$ cat src/shared/uart_ier_consts.svh
// Purpose: constants of the interrupt-enable / divisor-high block
// Assumes: 32-bit APB, byte addresses as printed
// Notes:   offsets, field positions, reset values and timing counts
`ifndef UART_IER_CONSTS_SVH
`define UART_IER_CONSTS_SVH

// ----------------------------------------------------------------
// register byte addresses
// ----------------------------------------------------------------
`define UART_ADDR_DIV_LOW    32'h5000_1000
`define UART_ADDR_IER_DLH    32'h5000_1004
`define UART_ADDR_LINE_CTRL  32'h5000_100c
`define UART_ADDR_IRQ_STAT   32'h5000_1014
`define UART_ADDR_IRQ_MASK   32'h5000_1018

// ----------------------------------------------------------------
// field positions
// ----------------------------------------------------------------
`define IER_RX_DATA_BIT      0
`define IER_TX_EMPTY_BIT     1
`define IER_RX_LINE_BIT      2
`define IER_MODEM_BIT        3
`define IER_PROG_MODE_BIT    7
`define DIV_ACCESS_BIT       7
`define IRQ_SRC_COUNT        4

// ----------------------------------------------------------------
// reset values
// ----------------------------------------------------------------
`define IER_RESET            8'h00
`define DIV_LOW_RESET        8'h00
`define DIV_HIGH_RESET       8'h00
`define LINE_CTRL_RESET      8'h00
`define IRQ_STAT_RESET       4'h0
`define IRQ_MASK_RESET       4'h0

// ----------------------------------------------------------------
// timing
// ----------------------------------------------------------------
`define BAUD_OVERSAMPLE_LAST 4'hf
`define DIV_ZERO             16'h0000
`define DIV_ONE              16'h0001

`endif

$ cat src/shared/uart_ier_pkg.sv
// Purpose: types of the interrupt-enable / divisor-high block
// Assumes: constants live in uart_ier_consts.svh
// Notes:   nothing here is imported; users write uart_ier_pkg::name
package uart_ier_pkg;

   // ----------------------------------------------------------------
   // register select
   // ----------------------------------------------------------------
   typedef enum logic [2:0] {
      SEL_NONE      = 3'h0,
      SEL_DIV_LOW   = 3'h1,
      SEL_IER_DLH   = 3'h2,
      SEL_LINE_CTRL = 3'h3,
      SEL_IRQ_STAT  = 3'h4,
      SEL_IRQ_MASK  = 3'h5
   } reg_sel_t;

   // ----------------------------------------------------------------
   // highest pending interrupt source
   // ----------------------------------------------------------------
   typedef enum logic [2:0] {
      ID_NONE     = 3'h0,
      ID_RX_LINE  = 3'h1,
      ID_RX_DATA  = 3'h2,
      ID_TX_EMPTY = 3'h3,
      ID_MODEM    = 3'h4
   } int_id_t;

endpackage : uart_ier_pkg

$ cat src/shared/baud_if.sv
// Purpose: divisor and baud ticks between register file and generator
// Assumes: single clock domain
// Notes:   tick outputs are registered in the generator
`timescale 1ns/10ps
interface baud_if;
   logic [15:0] divisor;
   logic        tick16;
   logic        tick;
   logic        running;

   modport ctrl (output divisor, input tick16, input tick, input running);
   modport gen  (input divisor, output tick16, output tick, output running);
endinterface : baud_if

$ cat src/rtl/baud_gen.sv
// Purpose: 16x oversample and bit-rate ticks from the 16-bit divisor
// Assumes: divisor is a register value, stable for many cycles
// Notes:   a zero divisor parks the generator
`timescale 1ns/10ps
`include "uart_ier_consts.svh"
module baud_gen (
   // clock and reset
   input  wire logic clock,
   input  wire logic reset,
   // divisor in, ticks out
   baud_if.gen       baud
);
   logic [15:0] count_r;
   logic [3:0]  phase_r;

   // ----------------------------------------------------------------
   // oversample divider
   // ----------------------------------------------------------------
   // one tick16 every divisor clocks, bit tick every sixteenth tick16
   always_ff @(posedge clock or posedge reset) begin
      if (reset) begin
         count_r      <= `DIV_ZERO;
         baud.tick16  <= 1'b0;
      end else if (baud.divisor == `DIV_ZERO) begin
         count_r      <= `DIV_ZERO;
         baud.tick16  <= 1'b0;
      end else if (count_r >= baud.divisor - `DIV_ONE) begin
         // >= also recovers at once when the divisor shrinks
         count_r      <= `DIV_ZERO;
         baud.tick16  <= 1'b1;
      end else begin
         count_r      <= count_r + `DIV_ONE;
         baud.tick16  <= 1'b0;
      end
   end

   // ----------------------------------------------------------------
   // bit-rate divider
   // ----------------------------------------------------------------
   always_ff @(posedge clock or posedge reset) begin
      if (reset) begin
         phase_r   <= 4'h0;
         baud.tick <= 1'b0;
      end else if (baud.divisor == `DIV_ZERO) begin
         phase_r   <= 4'h0;
         baud.tick <= 1'b0;
      end else if (baud.tick16) begin
         phase_r   <= phase_r + 4'h1;
         baud.tick <= (phase_r == `BAUD_OVERSAMPLE_LAST);
      end else begin
         baud.tick <= 1'b0;
      end
   end

   always_ff @(posedge clock or posedge reset) begin
      if (reset) begin
         baud.running <= 1'b0;
      end else begin
         baud.running <= (baud.divisor != `DIV_ZERO);
      end
   end
endmodule : baud_gen

$ cat src/rtl/uart_ier_dlh.sv
// Purpose: interrupt-enable / divisor-high register of a UART, APB side
// Assumes: event inputs synchronous to clock; APB master obeys protocol
// Notes:   one wait state on every APB access
//
// Added by the designer: the APB register port.
`timescale 1ns/10ps
`include "uart_ier_consts.svh"
module uart_ier_dlh (
   // clock and reset
   input  wire logic        clock,
   input  wire logic        reset,
   // apb slave
   input  wire logic        psel,
   input  wire logic        penable,
   input  wire logic        pwrite,
   input  wire logic [31:0] paddr,
   input  wire logic [31:0] pwdata,
   input  wire logic [3:0]  pstrb,
   output logic      [31:0] prdata,
   output logic             pready,
   output logic             pslverr,
   // interrupt sources from the uart core
   input  wire logic        rxLineStatusEvt,
   input  wire logic        rxDataAvailEvt,
   input  wire logic        charTimeoutEvt,
   input  wire logic        fifoEnabled,
   input  wire logic        txHoldEmpty,
   input  wire logic        txBelowThreshold,
   input  wire logic        modemStatusEvt,
   // interrupt out
   output logic             irq,
   output logic [2:0]       intId,
   // control to the uart core
   output logic             progTxEmptyModeEn,
   output logic             divisorAccessBit,
   output logic [15:0]      divisorValue,
   // baud ticks
   output logic             baudTick16,
   output logic             baudTick,
   output logic             serialEnable
);
   // ----------------------------------------------------------------
   // state
   // ----------------------------------------------------------------
   logic [7:0]                ier_r;
   logic [7:0]                divLow_r;
   logic [7:0]                divHigh_r;
   logic [7:0]                lineCtrl_r;
   logic [`IRQ_SRC_COUNT-1:0] status_r;
   logic [`IRQ_SRC_COUNT-1:0] mask_r;
   logic [`IRQ_SRC_COUNT-1:0] event_nxt;
   logic [`IRQ_SRC_COUNT-1:0] clear_nxt;
   logic [`IRQ_SRC_COUNT-1:0] pending;
   logic [31:0]               rdata_nxt;
   logic                      access;
   logic                      wrDone;
   logic                      divAccess;
   logic                      txSource;
   uart_ier_pkg::reg_sel_t    sel;

   baud_if baud ();

   // ----------------------------------------------------------------
   // address decode
   // ----------------------------------------------------------------
   function automatic uart_ier_pkg::reg_sel_t decodeAddr(
      input logic [31:0] addr);
      case (addr)
         `UART_ADDR_DIV_LOW:   decodeAddr = uart_ier_pkg::SEL_DIV_LOW;
         `UART_ADDR_IER_DLH:   decodeAddr = uart_ier_pkg::SEL_IER_DLH;
         `UART_ADDR_LINE_CTRL: decodeAddr = uart_ier_pkg::SEL_LINE_CTRL;
         `UART_ADDR_IRQ_STAT:  decodeAddr = uart_ier_pkg::SEL_IRQ_STAT;
         `UART_ADDR_IRQ_MASK:  decodeAddr = uart_ier_pkg::SEL_IRQ_MASK;
         default:              decodeAddr = uart_ier_pkg::SEL_NONE;
      endcase
   endfunction : decodeAddr

   assign sel       = decodeAddr(paddr);
   assign divAccess = lineCtrl_r[`DIV_ACCESS_BIT];
   // first access cycle prepares the answer, second completes it
   assign access    = psel & penable & ~pready;
   assign wrDone    = psel & penable & pready & pwrite;

   // ----------------------------------------------------------------
   // apb handshake and read data
   // ----------------------------------------------------------------
   always_comb begin
      rdata_nxt = 32'h0000_0000;
      case (sel)
         uart_ier_pkg::SEL_DIV_LOW: begin
            // outside divisor access this offset belongs to the data path
            if (divAccess) begin
               rdata_nxt[7:0] = divLow_r;
            end
         end
         uart_ier_pkg::SEL_IER_DLH: begin
            if (divAccess) begin
               rdata_nxt[7:0] = divHigh_r;
            end else begin
               rdata_nxt[7:0] = ier_r;
            end
         end
         uart_ier_pkg::SEL_LINE_CTRL: rdata_nxt[7:0] = lineCtrl_r;
         uart_ier_pkg::SEL_IRQ_STAT:
            rdata_nxt[`IRQ_SRC_COUNT-1:0] = status_r;
         uart_ier_pkg::SEL_IRQ_MASK:
            rdata_nxt[`IRQ_SRC_COUNT-1:0] = mask_r;
         default: rdata_nxt = 32'h0000_0000;
      endcase
   end

   always_ff @(posedge clock or posedge reset) begin
      if (reset) begin
         pready <= 1'b0;
      end else begin
         pready <= access;
      end
   end

   always_ff @(posedge clock or posedge reset) begin
      if (reset) begin
         prdata  <= 32'h0000_0000;
         pslverr <= 1'b0;
      end else if (access) begin
         prdata  <= pwrite ? 32'h0000_0000 : rdata_nxt;
         pslverr <= (sel == uart_ier_pkg::SEL_NONE);
      end
   end

   // ----------------------------------------------------------------
   // enable / divisor high register
   // ----------------------------------------------------------------
   always_ff @(posedge clock or posedge reset) begin
      if (reset) begin
         ier_r <= `IER_RESET;
      end else if (wrDone && sel == uart_ier_pkg::SEL_IER_DLH &&
                   !divAccess && pstrb[0]) begin
         // reserved field 6:4 is not stored in the enable view
         ier_r <= {pwdata[`IER_PROG_MODE_BIT], 3'h0, pwdata[3:0]};
      end
   end

   always_ff @(posedge clock or posedge reset) begin
      if (reset) begin
         divHigh_r <= `DIV_HIGH_RESET;
      end else if (wrDone && sel == uart_ier_pkg::SEL_IER_DLH &&
                   divAccess && pstrb[0]) begin
         divHigh_r <= pwdata[7:0];
      end
   end

   always_ff @(posedge clock or posedge reset) begin
      if (reset) begin
         divLow_r <= `DIV_LOW_RESET;
      end else if (wrDone && sel == uart_ier_pkg::SEL_DIV_LOW &&
                   divAccess && pstrb[0]) begin
         divLow_r <= pwdata[7:0];
      end
   end

   always_ff @(posedge clock or posedge reset) begin
      if (reset) begin
         lineCtrl_r <= `LINE_CTRL_RESET;
      end else if (wrDone && sel == uart_ier_pkg::SEL_LINE_CTRL &&
                   pstrb[0]) begin
         lineCtrl_r <= pwdata[7:0];
      end
   end

   always_ff @(posedge clock or posedge reset) begin
      if (reset) begin
         mask_r <= `IRQ_MASK_RESET;
      end else if (wrDone && sel == uart_ier_pkg::SEL_IRQ_MASK &&
                   pstrb[0]) begin
         mask_r <= pwdata[`IRQ_SRC_COUNT-1:0];
      end
   end

   // ----------------------------------------------------------------
   // interrupt sources
   // ----------------------------------------------------------------
   // in programmable mode the tx source follows the fifo threshold
   assign txSource = ier_r[`IER_PROG_MODE_BIT] ? txBelowThreshold
                                           : txHoldEmpty;

   always_comb begin
      event_nxt = `IRQ_STAT_RESET;
      event_nxt[`IER_RX_DATA_BIT]  = ier_r[`IER_RX_DATA_BIT] &
         (rxDataAvailEvt | (fifoEnabled & charTimeoutEvt));
      event_nxt[`IER_TX_EMPTY_BIT] =
         ier_r[`IER_TX_EMPTY_BIT] & txSource;
      event_nxt[`IER_RX_LINE_BIT]  =
         ier_r[`IER_RX_LINE_BIT] & rxLineStatusEvt;
      event_nxt[`IER_MODEM_BIT]    =
         ier_r[`IER_MODEM_BIT] & modemStatusEvt;
   end

   assign clear_nxt = (wrDone && sel == uart_ier_pkg::SEL_IRQ_STAT &&
                       pstrb[0]) ? pwdata[`IRQ_SRC_COUNT-1:0]
                                 : `IRQ_STAT_RESET;

   // sticky status; a new event beats a clear in the same cycle
   genvar gi;
   generate
      for (gi = 0; gi < `IRQ_SRC_COUNT; gi = gi + 1) begin : g_status
         always_ff @(posedge clock or posedge reset) begin
            if (reset) begin
               status_r[gi] <= 1'b0;
            end else begin
               status_r[gi] <= event_nxt[gi] |
                               (status_r[gi] & ~clear_nxt[gi]);
            end
         end
      end
   endgenerate

   assign pending = status_r & mask_r;

   // ----------------------------------------------------------------
   // interrupt output and priority
   // ----------------------------------------------------------------
   always_ff @(posedge clock or posedge reset) begin
      if (reset) begin
         irq   <= 1'b0;
         intId <= uart_ier_pkg::ID_NONE;
      end else begin
         irq <= |pending;
         if (pending[`IER_RX_LINE_BIT]) begin
            intId <= uart_ier_pkg::ID_RX_LINE;
         end else if (pending[`IER_RX_DATA_BIT]) begin
            intId <= uart_ier_pkg::ID_RX_DATA;
         end else if (pending[`IER_TX_EMPTY_BIT]) begin
            intId <= uart_ier_pkg::ID_TX_EMPTY;
         end else if (pending[`IER_MODEM_BIT]) begin
            intId <= uart_ier_pkg::ID_MODEM;
         end else begin
            intId <= uart_ier_pkg::ID_NONE;
         end
      end
   end

   // ----------------------------------------------------------------
   // control outputs
   // ----------------------------------------------------------------
   always_ff @(posedge clock or posedge reset) begin
      if (reset) begin
         progTxEmptyModeEn <= 1'b0;
         divisorAccessBit  <= 1'b0;
         divisorValue      <= `DIV_ZERO;
      end else begin
         progTxEmptyModeEn <= ier_r[`IER_PROG_MODE_BIT];
         divisorAccessBit  <= divAccess;
         divisorValue      <= {divHigh_r, divLow_r};
      end
   end

   // ----------------------------------------------------------------
   // baud generator
   // ----------------------------------------------------------------
   assign baud.divisor = {divHigh_r, divLow_r};

   baud_gen u_baud_gen (
      .clock (clock),
      .reset (reset),
      .baud  (baud.gen)
   );

   // one more stage keeps every top output on a local flop
   always_ff @(posedge clock or posedge reset) begin
      if (reset) begin
         baudTick16   <= 1'b0;
         baudTick     <= 1'b0;
         serialEnable <= 1'b0;
      end else begin
         baudTick16   <= baud.tick16;
         baudTick     <= baud.tick;
         serialEnable <= baud.running;
      end
   end
endmodule : uart_ier_dlh

$ cat config.mk
export PLATFORM = sky130hd
export DESIGN_NAME = uart_ier_dlh
export DESIGN_NICKNAME = d
export VERILOG_FILES = /design/src/shared/uart_ier_pkg.sv /design/src/shared/baud_if.sv /design/src/rtl/baud_gen.sv /design/src/rtl/uart_ier_dlh.sv
export VERILOG_INCLUDE_DIRS = /design/src /design/src/shared
export SDC_FILE = /design/constraint.sdc
export NUM_CORES = 1
export LEC_CHECK = 0
export ABC_AREA = 1
export BUFFER_PORTS_ARGS = -buffer_cell sky130_fd_sc_hd__buf_2
export CORE_MARGIN = 3
export CORE_UTILIZATION = 45
export DETAILED_ROUTE_END_ITERATION = 16
export PLACE_DENSITY_LB_ADDON = 0.3
export SLEW_MARGIN = 40
export SYNTH_ARGS = -nofsm -noshare
export SYNTH_HDL_FRONTEND = slang
export SYNTH_SLANG_ARGS = --single-unit
export TNS_END_PERCENT = 100
$ cat constraint.sdc
create_clock -name clock -period 3.2 [get_ports clock]
set_input_delay 0.16 -clock clock [delete_from_list [all_inputs] [get_ports clock]]
set_output_delay 0.16 -clock clock [all_outputs]
set_load 0.02 [all_outputs]
==> results of run 1 <==
==> layout make-up <==
cell class	count	area (um2)	share of cell area
inverter	85	320.3	0.05193
clock inverter	6	67.56	0.01095
tap	143	178.9	0.02901
timing repair buffer	94	503.0	0.08154
clock buffer	10	239.0	0.03874
sequential	95	2377	0.3854
multi-input combinational	469	2482	0.4024
==> worst reg2reg max path, stage by stage (launching register included) <==
cell and delay, ns:
sky130_fd_sc_hd__dfrtp_1 0.45, sky130_fd_sc_hd__inv_1 0.18, sky130_fd_sc_hd__nand3_1 0.15, sky130_fd_sc_hd__nor3_2 0.19
sky130_fd_sc_hd__nand2_1 0.14, sky130_fd_sc_hd__nor3_2 0.17, sky130_fd_sc_hd__nand2_1 0.09, sky130_fd_sc_hd__xnor2_1 0.13
sky130_fd_sc_hd__inv_1 0.06, sky130_fd_sc_hd__ha_1 0.30, sky130_fd_sc_hd__a21oi_1 0.17, sky130_fd_sc_hd__o21ai_0 0.13
sky130_fd_sc_hd__a21oi_1 0.15, sky130_fd_sc_hd__nand3_1 0.14, sky130_fd_sc_hd__buf_12 0.18, sky130_fd_sc_hd__nand2_1 0.06
sky130_fd_sc_hd__inv_1 0.05
==> through the flow <==
stage	worst slack [ns]	area (um2)	std cells
after floorplan	0.4722	5408	684
after global placement	0.3436	5837	885
after detailed placement	0.2948	5837	885
after CTS	0.2778	6153	902
after global routing	0.08778	6168	902
final	0.3757	6168	902
==> worst max path at each step <==
stage	slack, ns	end	depth (start not counted)
2_1_floorplan	0.47	u_baud_gen.count_r[10]	17
3_3_place_gp	0.34	u_baud_gen.baud.tick16	18
3_5_place_dp	0.29	u_baud_gen.baud.tick16	18
4_1_cts	0.28	u_baud_gen.baud.tick16	18
5_1_grt	0.09	u_baud_gen.baud.tick16	18
6_report	0.38	u_baud_gen.baud.tick16	16
==> metal layers <==
| layer | up-vias | GRT usage | share of wire | wire (um) |
|---|---|---|---|---|
| li1 | 2257 | - | - | - |
| met1 | 2043 | 0.2399 | 0.43 | 5183 |
| met2 | 87 | 0.3353 | 0.52 | 6291 |
| met3 | 11 | 0.04684 | 0.046 | 558 |
| met4 | 0 | 0.04695 | 0.010 | 122 |
| met5 | - | 0 | 0 | 0 |
==> cells by family after synthesis <==
family	synth area share
compound gates	0.06795
fa+ha+maj	0.04703
simple gates	0.3000
other cells	0.0007047
xor+xnor	0.02798
mux	0.003762
buf+inv	0.1058
flops	0.4467
==> power by group through the flow <==
stage	clock (mW)	sequential [mW]	combinational (mW)
after floorplan	0	1.23	0.0981
after detailed placement	0	1.23	0.132
after CTS	1.12	1.20	0.133
after global routing	1.17	1.20	0.148
final	1.09	1.21	0.131
after global placement	0	1.23	0.128
==> Yosys cell counts <==
cell,count,area share
sky130_fd_sc_hd__nand2_1,157,0.11
sky130_fd_sc_hd__conb_1,1,0.00070
sky130_fd_sc_hd__nor2_1,70,0.049
sky130_fd_sc_hd__nor2_2,3,0.0035
sky130_fd_sc_hd__nor2_4,2,0.0042
sky130_fd_sc_hd__nand4_1,14,0.016
sky130_fd_sc_hd__dfrtp_1,95,0.45
sky130_fd_sc_hd__buf_2,6,0.0056
sky130_fd_sc_hd__or2_4,1,0.0016
sky130_fd_sc_hd__nand3b_1,2,0.0028
sky130_fd_sc_hd__and2_4,1,0.0016
sky130_fd_sc_hd__nand4_2,1,0.0024
sky130_fd_sc_hd__ha_1,20,0.047
sky130_fd_sc_hd__nand3_4,2,0.0066
sky130_fd_sc_hd__xnor2_1,6,0.0099
sky130_fd_sc_hd__o21ai_2,8,0.013
sky130_fd_sc_hd__nand2_4,1,0.0021
sky130_fd_sc_hd__a21oi_1,12,0.011
sky130_fd_sc_hd__nand3_1,64,0.060
sky130_fd_sc_hd__inv_1,82,0.058
sky130_fd_sc_hd__nor2_8,2,0.0075
sky130_fd_sc_hd__clkbuf_1,2,0.0014
sky130_fd_sc_hd__nor4_1,5,0.0059
sky130_fd_sc_hd__o21ai_0,14,0.013
sky130_fd_sc_hd__mux2i_1,2,0.0038
sky130_fd_sc_hd__buf_4,24,0.034
sky130_fd_sc_hd__nand2_2,4,0.0047
sky130_fd_sc_hd__nand3_2,2,0.0038
sky130_fd_sc_hd__nor3_4,1,0.0031
sky130_fd_sc_hd__or2_2,4,0.0047
sky130_fd_sc_hd__o21ai_1,23,0.022
sky130_fd_sc_hd__o211ai_1,3,0.0042
sky130_fd_sc_hd__xor2_1,11,0.018
sky130_fd_sc_hd__a31o_2,1,0.0016
sky130_fd_sc_hd__and2_1,1,0.0012
sky130_fd_sc_hd__buf_1,1,0.00070
sky130_fd_sc_hd__inv_2,3,0.0021
sky130_fd_sc_hd__nor3_2,2,0.0038
sky130_fd_sc_hd__o21bai_1,2,0.0028
sky130_fd_sc_hd__nor3_1,4,0.0038
sky130_fd_sc_hd__buf_6,2,0.0042
==> state kept, by name, summed over array words and instances, names as in the netlist, 3 cells and up <==
| name | count |
|---|---|
| divHigh_r | 8 |
| divLow_r | 8 |
| divisorValue | 16 |
| ier_r | 5 |
| intId | 3 |
| lineCtrl_r | 8 |
| mask_r | 4 |
| prdata | 8 |
| status_r | 4 |
| u_baud_gen.count_r | 16 |
| u_baud_gen.phase_r | 4 |
==> timing repair <==
item                                    4_1_cts  5_1_grt
hold buffers                                  1        0
endpoints found under the setup margin        0       17
hold endpoints to repair                     34        0
gates resized for setup                       0        4
==> results, run 1 <==
- The run finished with clean final reports.
- The first global-routing pass estimated 20120 um of wire.
- Measured in cells, the most critical reg-to-reg path has a length of 16.
- Counting every sink on the clock net gives 95.
- The worst hold-check path type is in -> reg.
- The internal power of the cells totals between 1.5 and 2 mW.
- Counting flops and latches in the post-synthesis netlist gives between 90 and 100.
- The routed layout has between 4000 and 5000 vias.
- The worst setup path is launched from a flip-flop.
- The first detailed-routing pass ran for 4 iterations.
- In this design, the stage delay of the slowest critical-path cell is ~0.45 ns.
- Of the total power, the clock network draws 0.449.
- The clock tree from TritonCTS is built.
- Setup repair after global routing left no endpoint under its margin.
- The worst setup path is captured at a flip-flop.
- Data on the critical path arrives at its endpoint at 3.06 ns.
- The initial antenna violation count is 0.
- In the finished design, the share of the clock period the worst path needs comes to 0.8826.
- After layout, the design draws a total of between 2 and 2.5 mW.
- In this run the power density over the cells is slightly below 400 nW/um2.
- The data required time of the worst path is 3.44 ns.
- The horizontal die dimension is 114.7 um.
- The share of synthesized area occupied by flip-flops and latches is 0.4467.
- Once detail routing completed, the nets flagged for antenna violations numbered 0.
- The die is about 110 um tall.
- The overall fraction of global-route tracks in use is 0.1918.
- The final weighted congestion in routability-driven placement is 0.8868.
- In this run the static leakage power is 3.229 nW.
- After the first detailed-routing iteration, the DRC count stood at about 310.
- The number of global-route vias before repair is 4320.
- The final layout contains routed wiring with a total length of 12160 um.
- Leaving out fill and tap cells, the most frequent cell in the layout is sky130_fd_sc_hd__nand2_1.
- The cell at the slowest stage of the critical path is sky130_fd_sc_hd__dfrtp_1.
- TritonCTS created 9 clock buffers.
- The maximum number of pins on one net before global-route repair is 37.
- The count of pins over their slew limit is 0.
- The portion of total power attributed to combinational logic is 0.054.
- The clock slew at the register clock pins of the worst setup and hold paths is approximately 0.07 ns.
- The critical path goes through inv_1 -> nand3_1 -> nor3_2 -> nand2_1 -> nor3_2 -> nand2_1 -> xnor2_1 -> inv_1 -> ha_1 -> a21oi_1 -> o21ai_0 -> a21oi_1 -> nand3_1 -> buf_12 -> nand2_1 -> inv_1.
- In this run the worst path has a maximum fanout of 17.
- In this run the power spent charging and discharging nets is 0.5570 mW.
- The routed design could run at a clock period as short as roughly 2.8 ns.
- The sum of net half-perimeters after detailed placement is between 9000 and 10000 um.
- The achievable frequency is between 300 and 400 MHz.
- At the end of the flow, the number of nets in the layout was approximately 850.
- The hold slack is ~0.0093 ns.
- The total standard cell area after synthesis is 5321 um2.
- VDD sags by at most around 0.00044 V.
- The number of port buffers is a little under 90.
- The floorplan step defined a die boundary enclosing 13170 um2.
- Of the total power, the share spent switching nets is 0.2296.
- The number of buffers and inverters on the critical path is 4.
- The core footprint is ~11000 um2.
- The worst-case hold path end point is status_r[3].
- For this configuration, the core starts out at a cell density of 0.4640.
- After detailed routing, the number of remaining DRC violations is 0.
- The kind of cell with the highest combined delay along the critical path is simple AND/OR/NAND/NOR gates.
- Global routing finished with a remaining overflow of 0.
- During synthesis, Yosys emitted a total of 0 warnings.
- The count of maximum capacitance violations is 0.
- The worst hold path cell count is 3.
- The final core area utilization is 0.5379.
- The final-report hold violation count was 0.
- The critical setup path kind is reg -> reg.
- After detailed routing, the number of vias per cell comes to between 4 and 5.
- The H-tree depth is 3.
- The startpoint identified for the worst register-to-register timing path is divLow_r[4].
- The clock tree root driver cell is sky130_fd_sc_hd__clkbuf_16.
- The sequential fraction of design power is 0.497.
- The clock skew after layout is 0.007028 ns.
- The number of diodes added for antenna fixing is 0.
- In the final layout, the share of cells above drive strength 1 is 0.2003.
- Setup violations remaining at the end of the flow were counted as 0.
- The endpoint identified for the worst register-to-register timing path is u_baud_gen.baud.tick16.
- The mean routed wirelength per cell is 13.48 um.
- The count of distinct cell types in the synthesized netlist is between 40 and 50.
- In this run the mean area of a mapped cell was around 8.1 um2.
- Relative to the synthesized area, the layout overhead comes to 15.92%.
- In this run the register-to-register setup slack is around 0.38 ns.
- The clock reaches the later pin of the worst-skew pair after roughly 0.35 ns.
- Summed over all failing endpoints, the final setup total negative slack is 0 ns.
- The slew at the pin closest to its max-slew limit is roughly 0.76 ns.
- The total I/O pin count is 139.
- The final-layout fill cell count is ~1100.
- The startpoint of the most critical hold path is modemStatusEvt.
- The cell count after synthesis is around 660.
- The relative slew slack is 0.4919.
- The maximum count of clock buffers along a single path is 2.
- The library cells used most frequently in the layout, excluding fill and tap cells, are sky130_fd_sc_hd__nand2_1, sky130_fd_sc_hd__dfrtp_1, sky130_fd_sc_hd__buf_2, sky130_fd_sc_hd__inv_1, sky130_fd_sc_hd__nor2_1.
- Tracing the worst setup path back leads to its startpoint at divLow_r[4].
- In this run the core area contains 39 standard-cell rows.
- Post-CTS timing repair inserted 0 buffers for setup.
No activity file was read; power rests on OpenSTA's default activity.
==> run 2, diff against run 1 <==
--- a/config.mk
+++ b/config.mk
@@ -15,5 +15,6 @@
 export SLEW_MARGIN = 40
 export SYNTH_ARGS = -nofsm -noshare
 export SYNTH_HDL_FRONTEND = slang
+export SYNTH_HIERARCHICAL = 1
 export SYNTH_SLANG_ARGS = --single-unit
 export TNS_END_PERCENT = 100
==> results, run 2 <==
- The run finished with clean final reports.
- The tightest min-delay check is of the in -> reg type.
- The cell count after synthesis is 650 (-1.7%).
- The fraction of layout cells with a size suffix above 1 came to 0.2097 (+0.009414).
- The number of diodes added for antenna fixing is 0 (unchanged).
- The clock slew at the register clock pins of the worst setup and hold paths is 0.07 ns (about the same).
- The number of port buffers is 87 (unchanged).
- The total I/O pin count is 139 (unchanged).
- The most numerous cell in the Yosys netlist is sky130_fd_sc_hd__nand2_1.
- The number of global-route vias before repair is 4228 (-2.1%).
- The maximum number of pins on one net before global-route repair came to 41 (+11%).
- The clock network latency to the later pin of the worst-skew pair was 0.35 ns (about the same).
- The switching part of the total was 0.2521 (+0.02257).
- The global-route wire length before repair came to 19630 um (-2.4%).
- The height of the die is 115.2 um (+0.41%).
- TritonCTS built the clock tree.
- The storage element area is 2377 um2 (unchanged).
- The worst voltage drop across the vdd grid is 0.0002352 V (-47%).
- The number of design-rule violations left by the first detailed-router iteration is 344 (+10%).
- The post-synthesis sequential element count was 95 (unchanged).
- The critical setup path kind is reg -> reg.
- The number of nets still failing antenna checks after routing was 0 (unchanged).
- The count of pins over their slew limit is 0 (unchanged).
- The area of all placed cells without fillers is 6120 um2 (-0.79%).
- The portion of total power attributed to combinational logic was 0.056 (+0.002).
- The data required time of the worst path is 3.48 ns (+0.04 ns).
- The clock sink total is 95 (unchanged).
- The multi-input logic area is 2502 um2 (+0.81%).
- The startpoint type of the worst setup path is a flip-flop.
- The net switching power is 0.6010 mW (+7.9%).
- The final total negative setup slack came to 0 ns (unchanged).
- The count of distinct cell types in the synthesized netlist is 38 (-7.3%).
- The library cells used most frequently in the layout, excluding fill and tap cells, are sky130_fd_sc_hd__nand2_1, sky130_fd_sc_hd__dfrtp_1, sky130_fd_sc_hd__buf_2, sky130_fd_sc_hd__inv_1, sky130_fd_sc_hd__nor2_1.
- The initial antenna violation count is 0 (unchanged).
- The slack of the critical path is 0.3606 ns (-0.01513 ns).
- Ranked by instance count, the synthesized netlist is headed by sky130_fd_sc_hd__nand2_1, sky130_fd_sc_hd__dfrtp_1, sky130_fd_sc_hd__inv_1.
- Among all flip-flop cells after synthesis, the most frequent one is sky130_fd_sc_hd__dfrtp_1.
- The final-report hold violation count is 0 (unchanged).
- The placed cell area was 5821 um2 (-0.28%).
- The horizontal die dimension is 115.2 um (+0.41%).
- The final weighted congestion in routability-driven placement is 0.8330 (-6.1%).
- The H-tree depth is 3 (unchanged).
- The worst hold path begins at rxLineStatusEvt.
- The achievable frequency is 352.2 MHz (-0.53%).
- The total power per unit cell area is 389.5 nW/um2 (-0.97%).
- The count of maximum capacitance violations is 0 (unchanged).
- The leakage power summed over all cells came to 3.235 nW (+0.19%).
- Setup repair after global routing left no endpoint under its margin.
- The share of power burned in the clock network is 0.438 (-0.011).
- The critical path data arrival time is 3.12 ns (+0.06 ns).
- The mean routed wirelength per cell is 13.27 um (-1.5%).
- The post-cts resize count is 0 (unchanged).
- The row count is 39 (unchanged).
- The largest registers in the layout are divisorValue: 16 flops, u_baud_gen/count_r: 16 flops.
- The number of buffers created by CTS came to 9 (unchanged).
- Clock tree synthesis selected as its root buffer the cell sky130_fd_sc_hd__clkbuf_16.
- The fraction of registers with async set/reset was 1.000 (unchanged).
- The total via count in the routed design came to 4331 (-1.5%).
- The final-layout fill cell count is 1044 (-2.7%).
- The number of enable flip-flop cells after synthesis is 0 (unchanged).
- STA classifies the critical path endpoint as a flip-flop.
- The worst setup slack after placement is 0.3782 ns (+0.08338 ns).
- The portion of synthesized cell area occupied by the leading cell type is 0.4429 (-0.003853).
- The number of setup violations in the final report is 0 (unchanged).
- The overall fraction of global-route tracks in use was 0.1877 (-0.004105).
- The Yosys warning count is 6 (+6).
- The total standard cell area after synthesis is 5368 um2 (+0.87%).
- The remaining global-route overflow came to 0 (unchanged).
- By area the synthesized netlist is led by sky130_fd_sc_hd__dfrtp_1, sky130_fd_sc_hd__nand2_1, sky130_fd_sc_hd__inv_1.
- The sum of net half-perimeters after detailed placement came to 8953 um (-5.0%).
- The internal power of the cells was 1.783 mW (-4.6%).
- The total wire length is 11770 um (-3.2%).
- The clock skew after layout came to 0.007289 ns (+0.0002608 ns).
- The detailed-route DRC error count is 0 (unchanged).
- The critical path starts at divLow_r[2].
- The mean number of vias per cell was 4.883 (+0.14%).
- The area overhead of the layout relative to synthesis is 14.01%.
- The number of nets in the layout is 839 (-1.8%).
- The maximum fanout count along the critical path is 16 (-1).
- The detailed-router iteration count before antenna repair is 4 (unchanged).
- The biggest area consumer among synthesized cells is sky130_fd_sc_hd__dfrtp_1.
- The core footprint was 11520 um2 (+0.43%).
- The hold slack came to 0.01337 ns (+0.004066 ns).
- The final worst-path cycle share is 0.8873 (+0.004727).
- The share of synthesized area occupied by flip-flops and latches is 0.4429 (-0.003853).
- The library cell used most frequently in the layout, excluding fill and tap cells, is sky130_fd_sc_hd__nand2_1.
- The maximum count of clock buffers along a single path came to 2 (unchanged).
- The slew at the pin closest to its max-slew limit is 0.7831 ns (+0.02185 ns).
- The relative slew slack is 0.4779 (-0.01402).
- The starting density of the core is 0.4661 (+0.002054).
- In this run the critical register-to-register path is launched from divLow_r[2].
- The final period demand of the worst path is 2.839 ns (+0.01513 ns).
- The area enclosed by the die boundary came to 13270 um2 (+0.82%).
- The sequential fraction of design power is 0.506 (+0.009).
- The synthesized area per cell came to 8.258 um2 (+2.6%).
## run 2: cell count changes after synthesis, moves of 4 or more
cell / before / now
sky130_fd_sc_hd__o21ai_0: 14 / 20
sky130_fd_sc_hd__o21ai_1: 23 / 7
sky130_fd_sc_hd__nand4_1: 14 / 20
sky130_fd_sc_hd__nand3_1: 64 / 46
sky130_fd_sc_hd__xor2_1: 11 / 17
sky130_fd_sc_hd__o21ai_2: 8 / 16
sky130_fd_sc_hd__xnor2_1: 6 / 11
sky130_fd_sc_hd__or2_2: 4 / 0
sky130_fd_sc_hd__nand2_2: 4 / 8
sky130_fd_sc_hd__nand2_1: 157 / 152
## run 2: area by class of cell
type	count	area share
well taps	143	0.02924
clock buffers	9	0.03680
flip-flops and latches	95	0.3885
repair buffers	89	0.07401
inverters	85	0.05214
clock inverters	7	0.01043
multi-input cells	459	0.4089
## run 2: worst paths after layout
check                                         endpoint  slack, ns  cells past startpoint
max in group asynchronous                     ier_r[1]       1.76                      4
worst max-delay path            u_baud_gen/count_r[15]       0.36                     13
min in group asynchronous        u_baud_gen/count_r[2]       0.38                      3
worst min register to register            serialEnable       0.35                      0
worst max register to register  u_baud_gen/count_r[15]       0.36                     13
worst min-delay path                       status_r[2]       0.01                      3
## run 2: timing repair
item,4_1_cts,5_1_grt
buffers inserted,0,0
endpoints found under the hold margin,55,0
hold buffers,1,0
endpoints found under the setup margin,0,0
## run 2: logic make-up (layout without fill, tap and decap cells)
| kind of cell | after synthesis | in the layout | synth area share |
|---|---|---|---|
| flops | 95 | 95 | 0.4429 |
| fa+ha+maj | 20 | 20 | 0.04662 |
| other cells | 1 | 24 | 0.0006986 |
| simple gates | 332 | 332 | 0.2923 |
| xor+xnor | 28 | 28 | 0.04569 |
| mux | 2 | 2 | 0.003730 |
| buf+inv | 119 | 190 | 0.1070 |
| compound gates | 53 | 53 | 0.06107 |
## run 2: power groups by stage
stage	clock, mW	sequential (mW)	combinational [mW]
6_report	1.04	1.21	0.135
5_1_grt	1.12	1.20	0.153
4_1_cts	1.07	1.21	0.137
3_5_place_dp	0	1.23	0.136
3_3_place_gp	0	1.23	0.132
2_1_floorplan	0	1.23	0.0973
## run 2: worst max-delay path, cell delays in order (launching register included)
cell                      delay (ns)
sky130_fd_sc_hd__dfrtp_1        0.46
sky130_fd_sc_hd__nor2_1         0.17
sky130_fd_sc_hd__nand2_1        0.12
sky130_fd_sc_hd__nor2_2         0.20
sky130_fd_sc_hd__nand2_1        0.13
sky130_fd_sc_hd__nor2_2         0.15
sky130_fd_sc_hd__nand2_1        0.08
sky130_fd_sc_hd__xor2_1         0.15
sky130_fd_sc_hd__ha_1           0.32
sky130_fd_sc_hd__a21oi_1        0.15
sky130_fd_sc_hd__o21ai_0        0.11
sky130_fd_sc_hd__nor2_1         0.34
sky130_fd_sc_hd__nand3_4        0.24
sky130_fd_sc_hd__nor2_1         0.15
## run 2: routing by layer
layer,vias up,share of wire,routed length (um),GRT usage
li1,2199,-,-,-
met1,2013,0.42,4886,0.2243
met2,98,0.52,6110,0.3268
met3,21,0.045,531,0.03684
met4,0,0.021,245,0.08372
met5,-,0,0,0
## run 2: per-stage QoR
stage / instances / util / power [mW]
2_1_floorplan: 673 / - / 1.329
3_3_place_gp: 870 / 0.5054 / 1.361
3_5_place_dp: 870 / 0.5054 / 1.364
4_1_cts: 887 / 0.5314 / 2.410
5_1_grt: 887 / 0.5314 / 2.474
6_report: 887 / 0.5314 / 2.384
==> run 3, diff against run 2 <==
--- a/config.mk
+++ b/config.mk
@@ -11,10 +11,10 @@
 export CORE_MARGIN = 3
 export CORE_UTILIZATION = 45
 export DETAILED_ROUTE_END_ITERATION = 16
+export GPL_TIMING_DRIVEN = 0
 export PLACE_DENSITY_LB_ADDON = 0.3
 export SLEW_MARGIN = 40
 export SYNTH_ARGS = -nofsm -noshare
 export SYNTH_HDL_FRONTEND = slang
-export SYNTH_HIERARCHICAL = 1
 export SYNTH_SLANG_ARGS = --single-unit
 export TNS_END_PERCENT = 100
==> results, run 3 (synthesized netlist as in run 1, its figures left out) <==
- The maximum fanout count along the critical path is 8 (-8).
- The horizontal die dimension came to 114.7 um (-0.41%).
- The sum of net half-perimeters after detailed placement came to 9746 um (+8.9%).
- The data required time of the worst path came to 3.48 ns (about the same).
- The final total negative setup slack is 0 ns (unchanged).
- The detailed-route DRC error count is 0 (unchanged).
- Setup repair after global routing could not meet its margin everywhere.
- The worst setup path is launched from a flip-flop.
- The final weighted congestion in routability-driven placement is 0.8981 (+7.8%).
- The library cells used most frequently in the layout, excluding fill and tap cells, are sky130_fd_sc_hd__nand2_1, sky130_fd_sc_hd__dfrtp_1, sky130_fd_sc_hd__buf_2, sky130_fd_sc_hd__inv_1, sky130_fd_sc_hd__nor2_1.
- The total routed wire length on the met1 layer is 5329 um (+9.1%).
- The achievable frequency came to 336.5 MHz (-4.5%).
- The worst hold-check path type is in -> reg.
- The clock network latency to the later pin of the worst-skew pair is 0.35 ns (about the same).
- The maximum count of clock buffers along a single path came to 2 (unchanged).
- The switching part of the total is 0.2324 (-0.01977).
- The final-layout fill cell count came to 1052 (+0.77%).
- The row count is 39 (unchanged).
- Signal routing reaches up to met4.
- The worst voltage drop across the vdd grid is 0.0003156 V (+34%).
- The height of the die came to 114.7 um (-0.41%).
- The wire length on met2 is 6356 um (+4.0%).
- The share of power burned in the clock network came to 0.434 (-0.004).
- The storage element area is 2377 um2 (unchanged).
- The flow ran to the end, and the final reports show no timing, DRC or antenna violations.
- The clock sink total is 95 (unchanged).
- The global-route wire length before repair came to 20930 um (+6.6%).
- The clock skew after layout was 0.008624 ns (+0.001335 ns).
- The sequential fraction of design power is 0.500 (-0.006).
- The H-tree depth was 3 (unchanged).
- The detailed-router iteration count before antenna repair is 5 (+1).
- The total power per unit cell area is 377.4 nW/um2 (-3.1%).
- The setup fix buffers added after clock tree synthesis came to 0 (unchanged).
- The mean number of vias per cell was 4.935 (+1.1%).
- The remaining global-route overflow is 0 (unchanged).
- The internal power of the cells is 1.850 mW (+3.8%).
- The number of port buffers is 87 (unchanged).
- The clock tree root driver cell is sky130_fd_sc_hd__clkbuf_16.
- The number of nets still failing antenna checks after routing came to 0 (unchanged).
- The multi-input logic area is 2506 um2 (+0.15%).
- The count of non-filler cells in the finished layout is 932 (+5.1%).
- The area enclosed by the die boundary is 13170 um2 (-0.81%).
- The count of pins over their slew limit came to 0 (unchanged).
- The leakage power summed over all cells came to 3.394 nW (+4.9%).
- The number of buffers created by CTS is 9 (unchanged).
- The met3 layer wire length in the routed design is 618 um (+16%).
- The relative slew slack was 0.6488 (+0.1709).
- The total wire length is 12550 um (+6.6%).
- The starting density of the core is 0.4640 (-0.002054).
- The final worst-path cycle share is 0.9288 (+0.04148).
- The initial antenna violation count is 0 (unchanged).
- The final period demand of the worst path was 2.972 ns (+0.1327 ns).
- The number of nets in the layout is 884 (+5.4%).
- The slack of the critical path is 0.2279 ns (-0.1327 ns).
- The critical path capture point type is a flip-flop.
- The area overhead of the layout relative to synthesis is 20.01%.
- The mean routed wirelength per cell came to 13.47 um (+1.5%).
- The critical setup path kind is reg -> reg.
- The number of instances in the placed design is 915 (+5.2%).
- The clock slew at the register clock pins of the worst setup and hold paths came to 0.06 ns (about the same).
- The final core area utilization is 0.5569 (+0.02550).
- The number of setup violations in the final report is 0 (unchanged).
- The worst setup slack after placement is -0.08562 ns (-0.4638 ns).
- Leaving out fill and tap cells, the most frequent cell in the layout is sky130_fd_sc_hd__nand2_1.
- The number of diodes added for antenna fixing came to 0 (unchanged).
- TritonCTS built the clock tree.
- The maximum number of pins on one net before global-route repair was 59 (+44%).
- The slew at the pin closest to its max-slew limit is 0.5268 ns (-0.2563 ns).
- The net switching power is 0.5600 mW (-6.8%).
- The total I/O pin count is 139 (unchanged).
- The overall fraction of global-route tracks in use came to 0.1998 (+0.01214).
- The final-report hold violation count is 0 (unchanged).
- The core footprint is 11470 um2 (-0.42%).
- The total via count in the routed design is 4599 (+6.2%).
- The largest registers in the layout are divisorValue: 16 flops, u_baud_gen.count_r: 16 flops.
- The portion of total power attributed to combinational logic is 0.066 (+0.010).
- The number of global-route vias before repair is 4459 (+5.5%).
- The count of maximum capacitance violations is 0 (unchanged).
- The fraction of layout cells with a size suffix above 1 came to 0.2281 (+0.01846).
- The critical path data arrival time is 3.25 ns (+0.13 ns).
- The number of design-rule violations left by the first detailed-router iteration came to 366 (+6.4%).
## run 3: power groups by stage
stage	logic (mW)	clock network (mW)	registers (mW)
final	0.158	1.05	1.21
after global routing	0.177	1.12	1.20
after CTS	0.159	1.07	1.20
after detailed placement	0.158	0	1.23
after global placement	0.150	0	1.23
after floorplan	0.0981	0	1.23
## run 3: what timing repair did
item                                    in CTS  in global routing
hold endpoints to repair                    57                  0
resized for setup                            1                  5
pin swaps                                    0                  1
hold buffers                                 1                  0
cloned                                       0                  1
endpoints found under the setup margin      10                 17
## run 3: worst paths after layout
check | startpoint | end | slack [ns] | cells after the start
max | divLow_r[0] | u_baud_gen.count_r[15] | 0.23 | 16
min | rxLineStatusEvt | status_r[2] | 0.02 | 3
max reg2reg | divLow_r[0] | u_baud_gen.count_r[15] | 0.23 | 16
min reg2reg | u_baud_gen.baud.tick | baudTick | 0.35 | 0
max in group asynchronous | reset | divHigh_r[1] | 2.21 | 4
min in group asynchronous | reset | prdata[5] | 0.41 | 3
## run 3: critical path, stage by stage (launching register included)
cell	delay, ns
sky130_fd_sc_hd__dfrtp_1	0.44
sky130_fd_sc_hd__inv_1	0.17
sky130_fd_sc_hd__ha_1	0.20
sky130_fd_sc_hd__nand2_1	0.11
sky130_fd_sc_hd__nor2_2	0.20
sky130_fd_sc_hd__nand2_1	0.11
sky130_fd_sc_hd__nor3_1	0.21
sky130_fd_sc_hd__xor2_1	0.18
sky130_fd_sc_hd__inv_1	0.06
sky130_fd_sc_hd__ha_1	0.26
sky130_fd_sc_hd__nand2_1	0.08
sky130_fd_sc_hd__inv_1	0.04
sky130_fd_sc_hd__nand3_1	0.10
sky130_fd_sc_hd__inv_1	0.07
sky130_fd_sc_hd__a21oi_2	0.26
sky130_fd_sc_hd__nand3_2	0.25
sky130_fd_sc_hd__nor2_1	0.15
## run 3: cell type report
type | instances | share of cell area
Multi-Input combinational cell | 470 | 0.3924
Inverter | 85 | 0.05074
Sequential cell | 95 | 0.3723
Clock buffer | 12 | 0.04173
Tap cell | 143 | 0.02802
Buffer | 34 | 0.03742
Timing Repair Buffer | 89 | 0.07288
Clock inverter | 4 | 0.004506
## run 3: routing by layer
| metal | vias up | global-route usage |
|---|---|---|
| met2 | 118 | 0.3322 |
| li1 | 2321 | - |
| met4 | 0 | 0.06729 |
| met1 | 2141 | 0.2582 |
| met5 | - | 0 |
| met3 | 19 | 0.04684 |
## run 3: stage by stage
stage,hold WS [ns],power (mW),instance area [um2]
floorplan,0.2766,1.326,5408
CTS,0.01214,2.434,6352
global placement,0.3330,1.377,6022
detailed placement,0.2600,1.385,6047
global route,0.04259,2.505,6386
finish,0.01950,2.410,6386
